==> src/core/gpib_port_pkg.sv <==
// constants, field layouts and types shared by the trace and status port
// assumes an apb master on the register side and a gpib bus on the pin side
package gpib_port_pkg;

  // ==================================================================
  // register map
  localparam logic [11:0] CTRL_OFS       = 12'h000;
  localparam logic [11:0] STAT_OFS       = 12'h004;
  localparam logic [31:0] CTRL_RST       = 32'h0000_0000;
  localparam int          CTRL_KEYSRQ    = 0;
  localparam int          CTRL_ADDR_LSB  = 8;
  localparam int          ADDR_W         = 5;
  localparam int          STAT_TALK      = 8;
  localparam int          STAT_LISTEN    = 9;
  localparam int          STAT_SPM       = 10;
  localparam int          STAT_LOAD      = 11;
  localparam int          STAT_UNLOAD    = 12;
  localparam int          STAT_VIS       = 13;

  // ==================================================================
  // bus commands and characters
  localparam logic [6:0] CMD_SPE    = 7'h18;
  localparam logic [6:0] CMD_SPD    = 7'h19;
  localparam logic [6:0] CMD_UNL    = 7'h3f;
  localparam logic [6:0] CMD_UNT    = 7'h5f;
  localparam logic [1:0] GRP_LISTEN = 2'h1;
  localparam logic [1:0] GRP_TALK   = 2'h2;
  localparam logic [7:0] CH_A       = 8'h41;
  localparam logic [7:0] CH_B       = 8'h42;
  localparam logic [7:0] CH_I       = 8'h49;
  localparam logic [7:0] CH_O       = 8'h4f;
  localparam logic [7:0] CH_CR      = 8'h0d;
  localparam logic [7:0] CH_LF      = 8'h0a;

  // ==================================================================
  // trace word format
  localparam int          TRACE_BYTES = 2004;
  localparam logic [10:0] TRACE_LAST  = 11'(TRACE_BYTES - 1);
  localparam int          MAG_W       = 10;
  localparam logic [9:0]  MAG_TOP     = 10'h3ff;
  localparam logic [9:0]  MAG_REF     = 10'h3e8;
  localparam int          UNBLANK_BIT = 12;
  localparam int          BLANK_BIT   = 13;
  localparam logic [7:0]  HEAD_BYTE   = 8'hff;

  // ==================================================================
  // status byte bits and handshake states
  localparam int ST_BADCMD = 0;
  localparam int ST_TRIG   = 1;
  localparam int ST_KEY    = 2;
  localparam int ST_RQS    = 6;

  typedef enum logic [1:0] {
    HS_IDLE  = 2'b00,
    HS_TDAV  = 2'b01,
    HS_TEND  = 2'b11,
    HS_LWAIT = 2'b10
  } hs_e;

  // ==================================================================
  // port state
  typedef struct packed {
    logic [1:0]        atn_s;
    logic [1:0]        dav_s;
    logic [1:0]        nrfd_s;
    logic [1:0]        ndac_s;
    logic [7:0]        dio_s1;
    logic [7:0]        dio_s2;
    hs_e               hs;
    logic              talk;
    logic              listen;
    logic              spm;
    logic [2:0]        cause;
    logic              rqs;
    logic              key_mode;
    logic [ADDR_W-1:0] bus_addr;
    logic [7:0]        prev_ch;
    logic              have_ch;
    logic              load_act;
    logic              load_b;
    logic              skip_eol;
    logic [10:0]       cnt;
    logic [7:0]        hi;
    logic              vis;
    logic              unload;
    logic [10:0]       ucnt;
    logic              uvis;
    logic [7:0]        tx;
    logic              wr;
    logic              wr_b;
    logic [9:0]        wr_idx;
    logic [MAG_W-1:0]  wr_mag;
    logic              wr_vis;
    logic              wr_ref;
    logic [31:0]       prdata;
  } st_s;

endpackage

==> src/core/gpib_trace_and_status_port.sv <==
// gpib trace load/unload and service request logic with an apb register file
// assumes bus lines given as logical levels (1 = true) and a display memory
// on pclk with a combinational read port
// Contract
// - trace word bits 0..9 are an unsigned magnitude, 0 bottom, 1023 top.
// - reference level corresponds to magnitude 1000.
// - bits 10, 11, 14 and 15 of a trace word are ignored.
// - bit 12 set makes this and following segments visible.
// - once visible, further bit 12 has no effect until bit 13 arrives.
// - bit 13 set hides this and following segments.
// - visibility change starts at the magnitude in the same word.
// - unload command sends 2004 bytes of trace B when talk addressed.
// - an unloaded byte stream reloaded unchanged reproduces the trace.
// - trace A load works like trace B load but writes trace A.
// - an uninterpretable command raises a service request.
// - a settled delayed trigger with data ready raises a service request.
// - key press in key entry service request mode raises a request.
// - serial poll: SPE, talk address, status byte, then SPD.
// - SPD withdraws the request and clears status bits 0..2 and 6.
// - status bit 6 shows own request, bit 7 carries nothing.
// - load is 1002 words from 2004 bytes; leading all-ones word not shown.
// - after a load command skip CR/LF, take binary, then return to ascii.
//
// Added by the designer: the register addresses and the APB slave port.
`timescale 1ns/1ps

module gpib_trace_and_status_port
  import gpib_port_pkg::*;
(
  input  wire logic               pclk,
  input  wire logic               presetn,
  input  wire logic               psel,
  input  wire logic               penable,
  input  wire logic               pwrite,
  input  wire logic [11:0]        paddr,
  input  wire logic [31:0]        pwdata,
  output logic      [31:0]        prdata,
  output logic                    pready,
  output logic                    pslverr,
  input  wire logic [7:0]         dio_in,
  output logic      [7:0]         dio_out,
  output logic                    dio_oe,
  input  wire logic               atn_in,
  input  wire logic               dav_in,
  output logic                    dav_out,
  output logic                    dav_oe,
  input  wire logic               nrfd_in,
  output logic                    nrfd_out,
  output logic                    nrfd_oe,
  input  wire logic               ndac_in,
  output logic                    ndac_out,
  output logic                    ndac_oe,
  output logic                    srq_out,
  output logic                    srq_oe,
  input  wire logic               settled_trigger_ready,
  input  wire logic               key_pressed,
  input  wire logic [2:0]         status_aux,
  output logic                    trace_wr,
  output logic                    trace_wr_sel_b,
  output logic      [9:0]         trace_wr_index,
  output logic      [MAG_W-1:0]   trace_wr_mag,
  output logic                    trace_wr_visible,
  output logic                    trace_wr_above_ref,
  output logic      [9:0]         trace_rd_index,
  input  wire logic [MAG_W-1:0]   trace_rd_mag,
  input  wire logic               trace_rd_visible
);

  // ==================================================================
  // state
  st_s s_r;
  st_s s_nxt;

  logic        atn;
  logic        dav;
  logic        nrfd;
  logic        ndac;
  logic        lsn_act;
  logic        accept;
  logic        start_tx;
  logic        done_tx;
  logic [6:0]  cmd;
  logic [15:0] word;
  logic [9:0]  widx;
  logic        word_ev;
  logic        bad_cmd;
  logic        spd_ev;
  logic [2:0]  cause_set;
  logic [9:0]  ridx;
  logic [7:0]  tx_byte;
  logic        hit;
  logic [7:0]  stat_byte;

  assign atn  = s_r.atn_s[1];
  assign dav  = s_r.dav_s[1];
  assign nrfd = s_r.nrfd_s[1];
  assign ndac = s_r.ndac_s[1];

  // ==================================================================
  // handshake and decode terms
  assign lsn_act  = atn | s_r.listen;
  assign accept   = (s_r.hs == HS_IDLE) && lsn_act && dav;
  assign cmd      = s_r.dio_s2[6:0];
  assign spd_ev   = accept && atn && (cmd == CMD_SPD);
  assign word     = {s_r.hi, s_r.dio_s2};
  assign widx     = s_r.cnt[10:1];
  assign word_ev  = accept && !atn && s_r.listen && s_r.load_act && s_r.cnt[0] &&
                    !(s_r.skip_eol && (s_r.dio_s2 == CH_CR || s_r.dio_s2 == CH_LF));
  assign bad_cmd  = accept && !atn && s_r.listen && !s_r.load_act && s_r.have_ch &&
                    !({s_r.prev_ch, s_r.dio_s2} inside {{CH_B, CH_I}, {CH_A, CH_I},
                                                       {CH_B, CH_O}});
  assign cause_set = {key_pressed & s_r.key_mode, settled_trigger_ready, bad_cmd};
  assign stat_byte = {1'b0, s_r.rqs, status_aux, s_r.cause};
  assign start_tx = (s_r.hs == HS_IDLE) && s_r.talk && !atn && (s_r.spm || s_r.unload) &&
                    !nrfd && ndac;
  assign done_tx  = (s_r.hs == HS_TDAV) && !atn && !ndac;
  assign ridx     = s_r.ucnt[10:1];
  assign trace_rd_index = (ridx == 10'h000) ? 10'h000 : 10'(ridx - 10'h001);

  // unload bytes carry visibility edges so a reload reproduces the trace
  always_comb begin
    if (s_r.spm) begin
      tx_byte = stat_byte;
    end else if (ridx == 10'h000) begin
      tx_byte = HEAD_BYTE;
    end else if (!s_r.ucnt[0]) begin
      tx_byte = {2'b00, s_r.uvis & ~trace_rd_visible, ~s_r.uvis & trace_rd_visible,
                 2'b00, trace_rd_mag[9:8]};
    end else begin
      tx_byte = trace_rd_mag[7:0];
    end
  end

  assign hit = (paddr == CTRL_OFS) || (paddr == STAT_OFS);

  // ==================================================================
  // next state
  always_comb begin
    s_nxt        = s_r;
    s_nxt.atn_s  = {s_r.atn_s[0], atn_in};
    s_nxt.dav_s  = {s_r.dav_s[0], dav_in};
    s_nxt.nrfd_s = {s_r.nrfd_s[0], nrfd_in};
    s_nxt.ndac_s = {s_r.ndac_s[0], ndac_in};
    s_nxt.dio_s1 = dio_in;
    s_nxt.dio_s2 = s_r.dio_s1;
    s_nxt.wr     = 1'b0;

    // apb register file
    if (psel && !penable && !pwrite) begin
      s_nxt.prdata = 32'h0000_0000;
      if (paddr == CTRL_OFS) begin
        s_nxt.prdata[CTRL_KEYSRQ] = s_r.key_mode;
        s_nxt.prdata[CTRL_ADDR_LSB +: ADDR_W] = s_r.bus_addr;
      end else if (paddr == STAT_OFS) begin
        s_nxt.prdata[7:0]         = stat_byte;
        s_nxt.prdata[STAT_TALK]   = s_r.talk;
        s_nxt.prdata[STAT_LISTEN] = s_r.listen;
        s_nxt.prdata[STAT_SPM]    = s_r.spm;
        s_nxt.prdata[STAT_LOAD]   = s_r.load_act;
        s_nxt.prdata[STAT_UNLOAD] = s_r.unload;
        s_nxt.prdata[STAT_VIS]    = s_r.vis;
      end
    end
    if (psel && penable && pwrite && (paddr == CTRL_OFS)) begin
      s_nxt.key_mode = pwdata[CTRL_KEYSRQ];
      s_nxt.bus_addr = pwdata[CTRL_ADDR_LSB +: ADDR_W];
    end

    // service request: a new cause wins over a clearing poll
    s_nxt.cause = (spd_ev ? 3'h0 : s_r.cause) | cause_set;
    s_nxt.rqs   = (spd_ev ? 1'b0 : s_r.rqs) | (|cause_set);

    // acceptor and source handshake, then command and data decode
    case (s_r.hs)
      HS_IDLE: begin
        if (accept) begin
          s_nxt.hs = HS_LWAIT;
        end else if (start_tx) begin
          s_nxt.tx = tx_byte;
          s_nxt.hs = HS_TDAV;
        end
      end
      HS_LWAIT: begin
        if (!dav) begin
          s_nxt.hs = HS_IDLE;
        end
      end
      HS_TDAV: begin
        if (atn) begin
          s_nxt.hs = HS_IDLE;
        end else if (!ndac) begin
          s_nxt.hs = HS_TEND;
        end
      end
      HS_TEND: begin
        if (ndac || atn) begin
          s_nxt.hs = HS_IDLE;
        end
      end
      default: begin
        s_nxt.hs = HS_IDLE;
      end
    endcase

    if (accept && atn) begin
      if (cmd == CMD_SPE) begin
        s_nxt.spm = 1'b1;
      end else if (cmd == CMD_SPD) begin
        s_nxt.spm = 1'b0;
      end else if (cmd == CMD_UNL) begin
        s_nxt.listen = 1'b0;
      end else if (cmd == CMD_UNT) begin
        s_nxt.talk = 1'b0;
      end else if (cmd[6:5] == GRP_LISTEN && cmd[4:0] == s_r.bus_addr) begin
        s_nxt.listen = 1'b1;
      end else if (cmd[6:5] == GRP_TALK) begin
        s_nxt.talk = (cmd[4:0] == s_r.bus_addr);
      end
    end else if (accept && s_r.listen) begin
      if (s_r.load_act) begin
        if (!(s_r.skip_eol && (s_r.dio_s2 == CH_CR || s_r.dio_s2 == CH_LF))) begin
          s_nxt.skip_eol = 1'b0;
          s_nxt.cnt      = 11'(s_r.cnt + 11'h001);
          if (!s_r.cnt[0]) begin
            s_nxt.hi = s_r.dio_s2;
          end
          if (s_r.cnt == TRACE_LAST) begin
            s_nxt.load_act = 1'b0;
          end
          if (word_ev && widx != 10'h000) begin
            // bits 10, 11, 14, 15 never looked at; blank beats unblank
            if (word[BLANK_BIT]) begin
              s_nxt.vis = 1'b0;
            end else if (word[UNBLANK_BIT]) begin
              s_nxt.vis = 1'b1;
            end
            s_nxt.wr     = 1'b1;
            s_nxt.wr_b   = s_r.load_b;
            s_nxt.wr_idx = 10'(widx - 10'h001);
            s_nxt.wr_mag = word[MAG_W-1:0];
            s_nxt.wr_vis = s_nxt.vis;
            s_nxt.wr_ref = (word[MAG_W-1:0] >= MAG_REF);
          end
        end
      end else if (s_r.have_ch) begin
        s_nxt.have_ch = 1'b0;
        if ({s_r.prev_ch, s_r.dio_s2} == {CH_B, CH_I} ||
            {s_r.prev_ch, s_r.dio_s2} == {CH_A, CH_I}) begin
          s_nxt.load_act = 1'b1;
          s_nxt.load_b   = (s_r.prev_ch == CH_B);
          s_nxt.skip_eol = 1'b1;
          s_nxt.cnt      = 11'h000;
          s_nxt.vis      = 1'b1;
        end else if ({s_r.prev_ch, s_r.dio_s2} == {CH_B, CH_O}) begin
          s_nxt.unload = 1'b1;
          s_nxt.ucnt   = 11'h000;
          s_nxt.uvis   = 1'b1;
        end
      end else if (s_r.dio_s2 != CH_CR && s_r.dio_s2 != CH_LF) begin
        s_nxt.prev_ch = s_r.dio_s2;
        s_nxt.have_ch = 1'b1;
      end
    end

    // source side bookkeeping once all listeners took the byte
    if (done_tx && !s_r.spm && s_r.unload) begin
      s_nxt.ucnt = 11'(s_r.ucnt + 11'h001);
      if (s_r.ucnt[0] && ridx != 10'h000) begin
        s_nxt.uvis = trace_rd_visible;
      end
      if (s_r.ucnt == TRACE_LAST) begin
        s_nxt.unload = 1'b0;
      end
    end
  end

  always_ff @(posedge pclk or negedge presetn) begin
    if (!presetn) begin
      s_r          <= '0;
      s_r.hs       <= HS_IDLE;
      s_r.key_mode <= CTRL_RST[CTRL_KEYSRQ];
      s_r.bus_addr <= CTRL_RST[CTRL_ADDR_LSB +: ADDR_W];
      s_r.vis      <= 1'b1;
      s_r.uvis     <= 1'b1;
    end else begin
      s_r <= s_nxt;
    end
  end

  // ==================================================================
  // outputs
  assign prdata             = s_r.prdata;
  assign pready             = 1'b1;
  assign pslverr            = psel && penable && !hit;
  assign dio_out            = s_r.tx;
  assign dio_oe             = (s_r.hs == HS_TDAV);
  assign dav_out            = 1'b1;
  assign dav_oe             = (s_r.hs == HS_TDAV);
  assign nrfd_out           = 1'b1;
  assign nrfd_oe            = lsn_act && (s_r.hs == HS_LWAIT);
  assign ndac_out           = 1'b1;
  assign ndac_oe            = lsn_act && (s_r.hs != HS_LWAIT) && (s_r.hs != HS_TDAV);
  assign srq_out            = 1'b1;
  assign srq_oe             = s_r.rqs;
  assign trace_wr           = s_r.wr;
  assign trace_wr_sel_b     = s_r.wr_b;
  assign trace_wr_index     = s_r.wr_idx;
  assign trace_wr_mag       = s_r.wr_mag;
  assign trace_wr_visible   = s_r.wr_vis;
  assign trace_wr_above_ref = s_r.wr_ref;

  // ==================================================================
  // checks
  chk_mag_pass: assert property (@(posedge pclk) disable iff (!presetn)
    (word_ev && widx != 10'h000) |=> trace_wr && trace_wr_mag == $past(word[9:0]) &&
    trace_wr_mag <= MAG_TOP)
    else $error("magnitude not passed through");
  chk_blank_now: assert property (@(posedge pclk) disable iff (!presetn)
    (word_ev && widx != 10'h000 && word[BLANK_BIT]) |=> trace_wr && !trace_wr_visible)
    else $error("blank word drawn visible");
  chk_unblank_now: assert property (@(posedge pclk) disable iff (!presetn)
    (word_ev && widx != 10'h000 && word[UNBLANK_BIT] && !word[BLANK_BIT]) |=>
    trace_wr_visible)
    else $error("unblank word drawn hidden");
  chk_srq_badcmd: assert property (@(posedge pclk) disable iff (!presetn)
    bad_cmd |=> srq_oe && stat_byte[ST_BADCMD])
    else $error("bad command raised no request");
  chk_srq_trig: assert property (@(posedge pclk) disable iff (!presetn)
    settled_trigger_ready |=> srq_oe && stat_byte[ST_TRIG])
    else $error("trigger raised no request");
  chk_srq_key: assert property (@(posedge pclk) disable iff (!presetn)
    (key_pressed && s_r.key_mode) |=> srq_oe && stat_byte[ST_KEY])
    else $error("key raised no request");
  chk_spd_clear: assert property (@(posedge pclk) disable iff (!presetn)
    (spd_ev && cause_set == 3'h0) |=> !srq_oe && s_r.cause == 3'h0 && !s_r.spm)
    else $error("poll disable did not clear");
  chk_poll_byte: assert property (@(posedge pclk) disable iff (!presetn)
    (start_tx && s_r.spm) |=> dio_oe && dio_out[ST_RQS] == $past(s_r.rqs) && !dio_out[7])
    else $error("status byte wrong");
  chk_load_len: assert property (@(posedge pclk) disable iff (!presetn)
    $fell(s_r.load_act) |-> $past(s_r.cnt) == TRACE_LAST)
    else $error("load ended at wrong count");
  chk_unload_len: assert property (@(posedge pclk) disable iff (!presetn)
    $fell(s_r.unload) && !$past(spd_ev) |-> $past(s_r.ucnt) == TRACE_LAST)
    else $error("unload ended at wrong count");

  cov_poll: cover property (@(posedge pclk) disable iff (!presetn) done_tx && s_r.spm);
  cov_load: cover property (@(posedge pclk) disable iff (!presetn) $fell(s_r.load_act));
  cov_unload: cover property (@(posedge pclk) disable iff (!presetn) $fell(s_r.unload));

endmodule

==> config.mk <==
export PLATFORM = sky130hd
export DESIGN_NAME = gpib_trace_and_status_port
export DESIGN_NICKNAME = d
export VERILOG_FILES = /design/src/core/gpib_port_pkg.sv /design/src/core/gpib_trace_and_status_port.sv
export SDC_FILE = /design/constraint.sdc
export NUM_CORES = 1
export LEC_CHECK = 0
export ABC_CLOCK_PERIOD_IN_PS = 3200
export BUFFER_PORTS_ARGS = -buffer_cell sky130_fd_sc_hd__buf_2
export CAP_MARGIN = 30
export CELL_PAD_IN_SITES_DETAIL_PLACEMENT = 1
export CELL_PAD_IN_SITES_GLOBAL_PLACEMENT = 2
export CORE_MARGIN = 2
export CORE_UTILIZATION = 30
export DETAILED_ROUTE_END_ITERATION = 6
export PLACE_DENSITY = 0.81
export SLEW_MARGIN = 20
export SYNTH_ARGS = -nofsm -noshare
export SYNTH_HDL_FRONTEND = slang
export SYNTH_SLANG_ARGS = --single-unit
export TNS_END_PERCENT = 1
==> constraint.sdc <==
create_clock -name pclk -period 3.2 [get_ports pclk]
set_input_delay 0.32 -clock pclk [delete_from_list [all_inputs] [get_ports pclk]]
set_output_delay 0.32 -clock pclk [all_outputs]
set_load 0.05 [all_outputs]
==> flow_metrics.tcl, run 1 <==
set metrics [dict create \
    routedWlPerCell_um 16.3 \
    antenna_found_initial 0 \
    initial_core_util_pct 30.7 \
    finalCritPeriodShare_pct 91.7 \
    p_seq_share_pct 42.6 \
    hpwl_um 11000 \
    clock_latency_ns 0.42 \
    rsz0062_at_grt "no" \
    place_congestion 0.739 \
    power_density_nw_per_um2 518 \
    max_freq_ghz 0.341 \
    h-tree-depth 4 \
    die_h_um 151 \
    worstReg2RegEnd "dio_out[6]$_DFFE_PN0P_" \
    rows 53 \
    min_to "s_nxt[141]$_DFF_PN0_" \
    end_kind "output pin" \
    ys_warn_count 0 \
    insertedDiodeCount 0 \
    fp.dieArea_um2 22800 \
    slew_viol_final 0 \
    synth-edff-count 0 \
    timing.rr.start "s_r[119]$_DFFE_PN0P_" \
    slowest_delay_ns 0.52 \
    clock_sinks 125 \
    avgSynthCellArea_um2 10.7 \
    ys_seq_area_share_pct 48.2 \
    worstMarginPinSlew_ns 0.816 \
    slew-limit-headroom_pct 45.2 \
    root_buffer "clkbuf_16" \
    yosys_most_used_dff "dfrtp_1" \
    hold_depth 1 \
    min_path_type "input pin to flop" \
    r2r_slack_ns 0.83 \
    place.port_buffers 111 \
    ir_drop_mv 0.402 \
    cts_buffers 17 \
    grt_overflow 0 \
    post_cts_buffers 0 \
    netlist_area_um2 6490 \
    synth_top_cell_area_share_pct 47.4 \
    syn2layout_area_growth_pct 16.8 \
    ant_nets 0 \
    grt_util_all_layers_pct 14.6 \
    drv_cap 0 \
    synthMostInstantiatedCell "dfrtp_1" \
    first_pass_iters 4 \
    combPwrFrac_pct 6.1 \
    switching_share_pct 22.9 \
    grt_pass1_wl_um 25700 \
    hp-start "ndac_in" \
    period_needed_ns 2.93 \
    path_clk_slew_ns 0.06 \
    synth_area_leaders "dfrtp_1, buf_4, mux2_2" \
    cts_tree "done" \
    die_w_um 151 \
    n_fill_cell 2370 \
    critical_path_depth 7 \
    status "completed" \
    pin_count 162 \
    ys_types 72 \
    grt_pass1_vias 4815 \
    synth_seq_cells 125 \
    async_flop_share_pct 100 \
    routed_wl_um 15700 \
    finalSetupViolCount 0 \
    cp.required_ns 2.88 \
    clockPowerShare_pct 51.3 \
    netlist_instances 607 \
    cp.arrival_ns 2.61 \
    worstSetupStartpointType "flop" \
    hold_violations 0 \
    nNetsFinal 761 \
    via_count 4617 \
    worstPathMaxFanout 11 \
    synth_common_cells "dfrtp_1, buf_4, nand2_1, nor2_1, a21oi_1" \
    fin_tns_setup_ns 0 \
    clockBufferDepth 2 \
    critPathSlowestCell "or4b_4" \
    post_drt_via_cell_ratio 4.78 \
    timing.hold.ws_ns 0.0301 \
    yosysTopAreaCell "dfrtp_1" \
    drc 0 \
    power_mw 3.93 \
    p_int_mw 3.03 \
    drt_iter0_drc 112 \
    cp_num_buf_inv 3 \
    fin_worst_skew_ns 0.00812 \
    critical_path.cell_chain "inv_1 -> ha_1 -> or4b_4 -> nor4_4 -> buf_4 -> nor2_1 -> buf_2" \
    coreArea_um2 21200 \
    r2r.worst_path.cells 4 \
    grt_max_degree 57 \
    leakagePower_nw 3.61 \
    p_switching_mw 0.898 \
    drive_above_1_share_pct 28.8 \
    critPathKind "flop to output pin" \
    path_delay_family "simple AND/OR/NAND/NOR gates" \
]
==> worst reg2reg max path: stages (launching register included) <==
cell and delay (ns):
dfrtp_1 0.77, o21ai_0 0.20, nor4b_1 0.43, nand2_1 0.42, mux2_1 0.44
==> area by class of cell <==
cell class,instances,area [um2],share of cell area (%)
Timing Repair Buffer,129,731,9.64
Clock inverter,6,105,1.39
Multi-Input combinational cell,395,2730,36.0
Inverter,9,33.8,0.446
Clock buffer,26,509,6.72
Sequential cell,125,3130,41.3
Tap cell,275,344,4.54
==> placed cells by master (no fill, tap or decap), types with 6 or more instances in the layout <==
cell type	instances
mux2_1	9
mux2_2	18
xor2_1	6
buf_4	8
buf_2	110
ha_1	7
nor2_1	38
a21oi_1	27
conb_1	24
nand2b_1	8
clkbuf_16	17
xnor2_1	12
inv_1	9
nor3_1	14
o31ai_1	14
nor4_1	6
nor2b_1	13
mux2_4	10
dfrtp_1	123
mux2i_1	8
dlygate4sd3_1	10
o21ai_0	25
a22o_1	9
nand3_1	10
nand2_1	49
==> cell families (layout without fill, tap and decap cells) <==
group                      after synthesis  count (layout)  share of synthesized area, %
DFF                                    125             125                          48.2
AOI/OAI and AO/OA                      112             112                          11.9
adders and majority gates                7               7                          1.35
buffers and inverters                  109             170                          11.0
and+or+nand+nor                        189             189                          16.7
xor gates and xnor gates                18              18                          2.43
muxes                                   45              45                          8.23
other                                    2              24                         0.116
==> power groups by stage <==
stage / combinational (mW) / sequential (mW) / clock, mW
4_1_cts: 0.241 / 1.67 / 2.05
5_1_grt: 0.262 / 1.68 / 2.14
2_1_floorplan: 0.183 / 1.67 / 0
3_5_place_dp: 0.232 / 1.70 / 0
6_report: 0.239 / 1.67 / 2.01
3_3_place_gp: 0.227 / 1.70 / 0
==> worst max-delay path by stage <==
stage	slack (ns)	from	end
3_5_place_dp	0.70	ridx[0]$_DFFE_PN0P_	trace_rd_index[1]
6_report	0.27	ridx[0]$_DFFE_PN0P_	trace_rd_index[1]
2_1_floorplan	0.28	ridx[1]$_DFFE_PN0P_	trace_rd_index[9]
3_3_place_gp	0.74	ridx[0]$_DFFE_PN0P_	trace_rd_index[0]
4_1_cts	0.24	ridx[0]$_DFFE_PN0P_	trace_rd_index[1]
5_1_grt	0.08	ridx[0]$_DFFE_PN0P_	trace_rd_index[1]
==> stage by stage <==
| step | util, % | cells | instance area (um2) | worst slack [ns] |
|---|---|---|---|---|
| 2_1_floorplan | - | 629 | 6580 | 0.279 |
| 3_3_place_gp | 32.5 | 923 | 6870 | 0.741 |
| 3_5_place_dp | 32.5 | 923 | 6870 | 0.702 |
| 4_1_cts | 35.8 | 964 | 7570 | 0.238 |
| 5_1_grt | 35.8 | 965 | 7580 | 0.0836 |
| 6_report | 35.8 | 965 | 7580 | 0.267 |
==> routing by layer <==
metal	routed length (um)	vias up	part of all wire, %	GRT usage, %
met5	0	-	0	0
met2	7520	101	48	24.0
met4	121	0	0.77	3.64
met3	757	12	4.8	4.13
met1	7280	2312	46	19.1
li1	-	2192	-	-
==> state kept, by name, indices dropped and copies added, names as in the netlist <==
register and flops:
atn 1, cmd 7, dav 1, dio_out 8, ndac 1, nrfd 1
prdata 13, ridx 10, s_nxt 12, s_r 46, srq_oe 1, trace_wr 1
trace_wr_above_ref 1, trace_wr_index 10, trace_wr_mag 10, trace_wr_sel_b 1, trace_wr_visible 1
==> repair_timing <==
item | 4_1_cts | 5_1_grt
hold buffers | 9 | 1
hold endpoints to repair | 10 | 1
gates resized for setup | 0 | 0
Power figures use the tool's default switching activity.
==> inputs of run 2 (changes only) <==
CTS_BUF_LIST = sky130_fd_sc_hd__clkbuf_4 sky130_fd_sc_hd__clkbuf_8   (was unset)
==> flow_metrics.tcl, run 2 (same netlist as run 1, synthesis figures left out) <==
set metrics [dict create \
    status "completed" \
    clockBufferDepth 2 \
    grt_pass1_vias 4839 \
    insertedDiodeCount 0 \
    p_seq_share_pct 48.7 \
    period_needed_ns 2.96 \
    clockPowerShare_pct 44.2 \
    grt_overflow 0 \
    fin_cells 968 \
    drc 0 \
    fin_worst_skew_ns 0.00940 \
    post_drt_via_cell_ratio 4.76 \
    critPathKind "flop to output pin" \
    place.port_buffers 111 \
    finalSetupViolCount 0 \
    p_switching_mw 0.819 \
    ant_nets 0 \
    hold_violations 0 \
    ir_drop_mv 0.284 \
    drt_iter0_drc 125 \
    antenna_found_initial 0 \
    grt_util_all_layers_pct 14.5 \
    cp.arrival_ns 2.64 \
    post_dp_cell_area_um2 6870 \
    syn2layout_area_growth_pct 14.5 \
    pin_count 162 \
    clock_latency_ns 0.44 \
    fin_tns_setup_ns 0 \
    slew-limit-headroom_pct 44.4 \
    max_freq_ghz 0.338 \
    place_congestion 0.739 \
    p_int_mw 2.61 \
    worstSetupStartpointType "flop" \
    end_kind "output pin" \
    h-tree-depth 4 \
    cp.required_ns 2.88 \
    coreArea_um2 21200 \
    rows 53 \
    path_clk_slew_ns 0.07 \
    die_h_um 151 \
    rsz0062_at_grt "no" \
    design_area_um2 7440 \
    cts_tree "done" \
    numPlacedInstances 923 \
    die_w_um 151 \
    clock_sinks 125 \
    worstMarginPinSlew_ns 0.827 \
    post_cts_buffers 0 \
    first_pass_iters 4 \
    drive_above_1_share_pct 29.3 \
    nNetsFinal 764 \
    slew_viol_final 0 \
    final_common_cell "dfrtp_1" \
    drv_cap 0 \
    final_cell_mix "dfrtp_1, buf_2, nand2_1" \
    finalCritPeriodShare_pct 92.4 \
    leakagePower_nw 3.55 \
    worstPathMaxFanout 11 \
    routedWlPerCell_um 16.1 \
    grt_max_degree 57 \
    hpwl_um 11000 \
    combPwrFrac_pct 7.0 \
    routed_wl_um 15500 \
    fp.dieArea_um2 22800 \
    cts_buffers 17 \
    root_buffer "clkbuf_8" \
    initial_core_util_pct 30.7 \
    via_count 4609 \
    power_density_nw_per_um2 461 \
    grt_pass1_wl_um 25600 \
    switching_share_pct 23.9 \
    regMostFlops "s_r" \
    largest_reg_flops 46 \
    min_path_type "input pin to flop" \
]
[run 2: changes by cell type in the layout (fill, tap and decap cells not counted)]
cell           change
dlygate4sd3_1      +3
clkbuf_1           -4
clkbuf_16         -17
clkbuf_4           +4
clkbuf_8          +17
[run 2: worst paths after layout]
| check | slack [ns] | cells after the start | end | start |
|---|---|---|---|---|
| hold / removal | 0.08 | 2 | s_r[117]$_DFF_PN0_ | settled_trigger_ready |
| min in group asynchronous | 0.49 | 2 | trace_wr_mag[9]$_DFFE_PN0P_ | presetn |
| max in group asynchronous | 1.91 | 3 | s_r[64]$_DFF_PN1_ | presetn |
| setup reg to reg | 0.84 | 8 | dio_out[6]$_DFFE_PN0P_ | ridx[0]$_DFFE_PN0P_ |
| hold reg to reg | 0.35 | 0 | cmd[3]$_DFF_PN0_ | s_nxt[127]$_DFF_PN0_ |
| setup / recovery | 0.24 | 7 | trace_rd_index[1] | ridx[0]$_DFFE_PN0P_ |
[run 2: timing repair]
| action | 4_1_cts | 5_1_grt |
|---|---|---|
| hold endpoints to repair | 65 | 0 |
| gates resized for setup | 0 | 0 |
| hold buffers | 13 | 0 |
[run 2: critical path, stage by stage (launching register included)]
cell and delay [ns]:
dfrtp_1 0.45, inv_1 0.12, ha_1 0.18, or4b_4 0.52, nor4_4 0.40, buf_4 0.26, nor2_1 0.05, buf_2 0.20
[run 2: layer usage]
metal  global-route usage (%)  routed length [um]
met5                        0                   0
met2                     24.0                7490
met1                     18.8                7250
met4                     3.50                  89
met3                     3.86                 713
[run 2: metrics by stage]
| stage | util, % | power (mW) | hold slack, ns | setup WS, ns |
|---|---|---|---|---|
| 5_1_grt | 35.2 | 3.59 | 0.0544 | 0.0433 |
| 2_1_floorplan | - | 1.85 | 0.0244 | 0.279 |
| 6_report | 35.2 | 3.43 | 0.0839 | 0.245 |
| 3_3_place_gp | 32.5 | 1.93 | 0.332 | 0.741 |
| 3_5_place_dp | 32.5 | 1.93 | 0.338 | 0.702 |
| 4_1_cts | 35.2 | 3.49 | 0.0537 | 0.200 |
[run 2: power groups by stage]
stage,logic (mW),clock network [mW],registers (mW)
6_report,0.241,1.52,1.67
5_1_grt,0.265,1.65,1.68
4_1_cts,0.245,1.57,1.67
3_5_place_dp,0.232,0,1.70
3_3_place_gp,0.227,0,1.70
2_1_floorplan,0.183,0,1.67
[run 2: area by class of cell]
class / instances / area (um2)
fill: 2375 / 13700
sequential: 125 / 3130
multi-input combinational: 395 / 2730
timing repair buffer: 132 / 761
tap: 275 / 344
clock buffer: 26 / 333
clock inverter: 6 / 105
inverter: 9 / 33.8
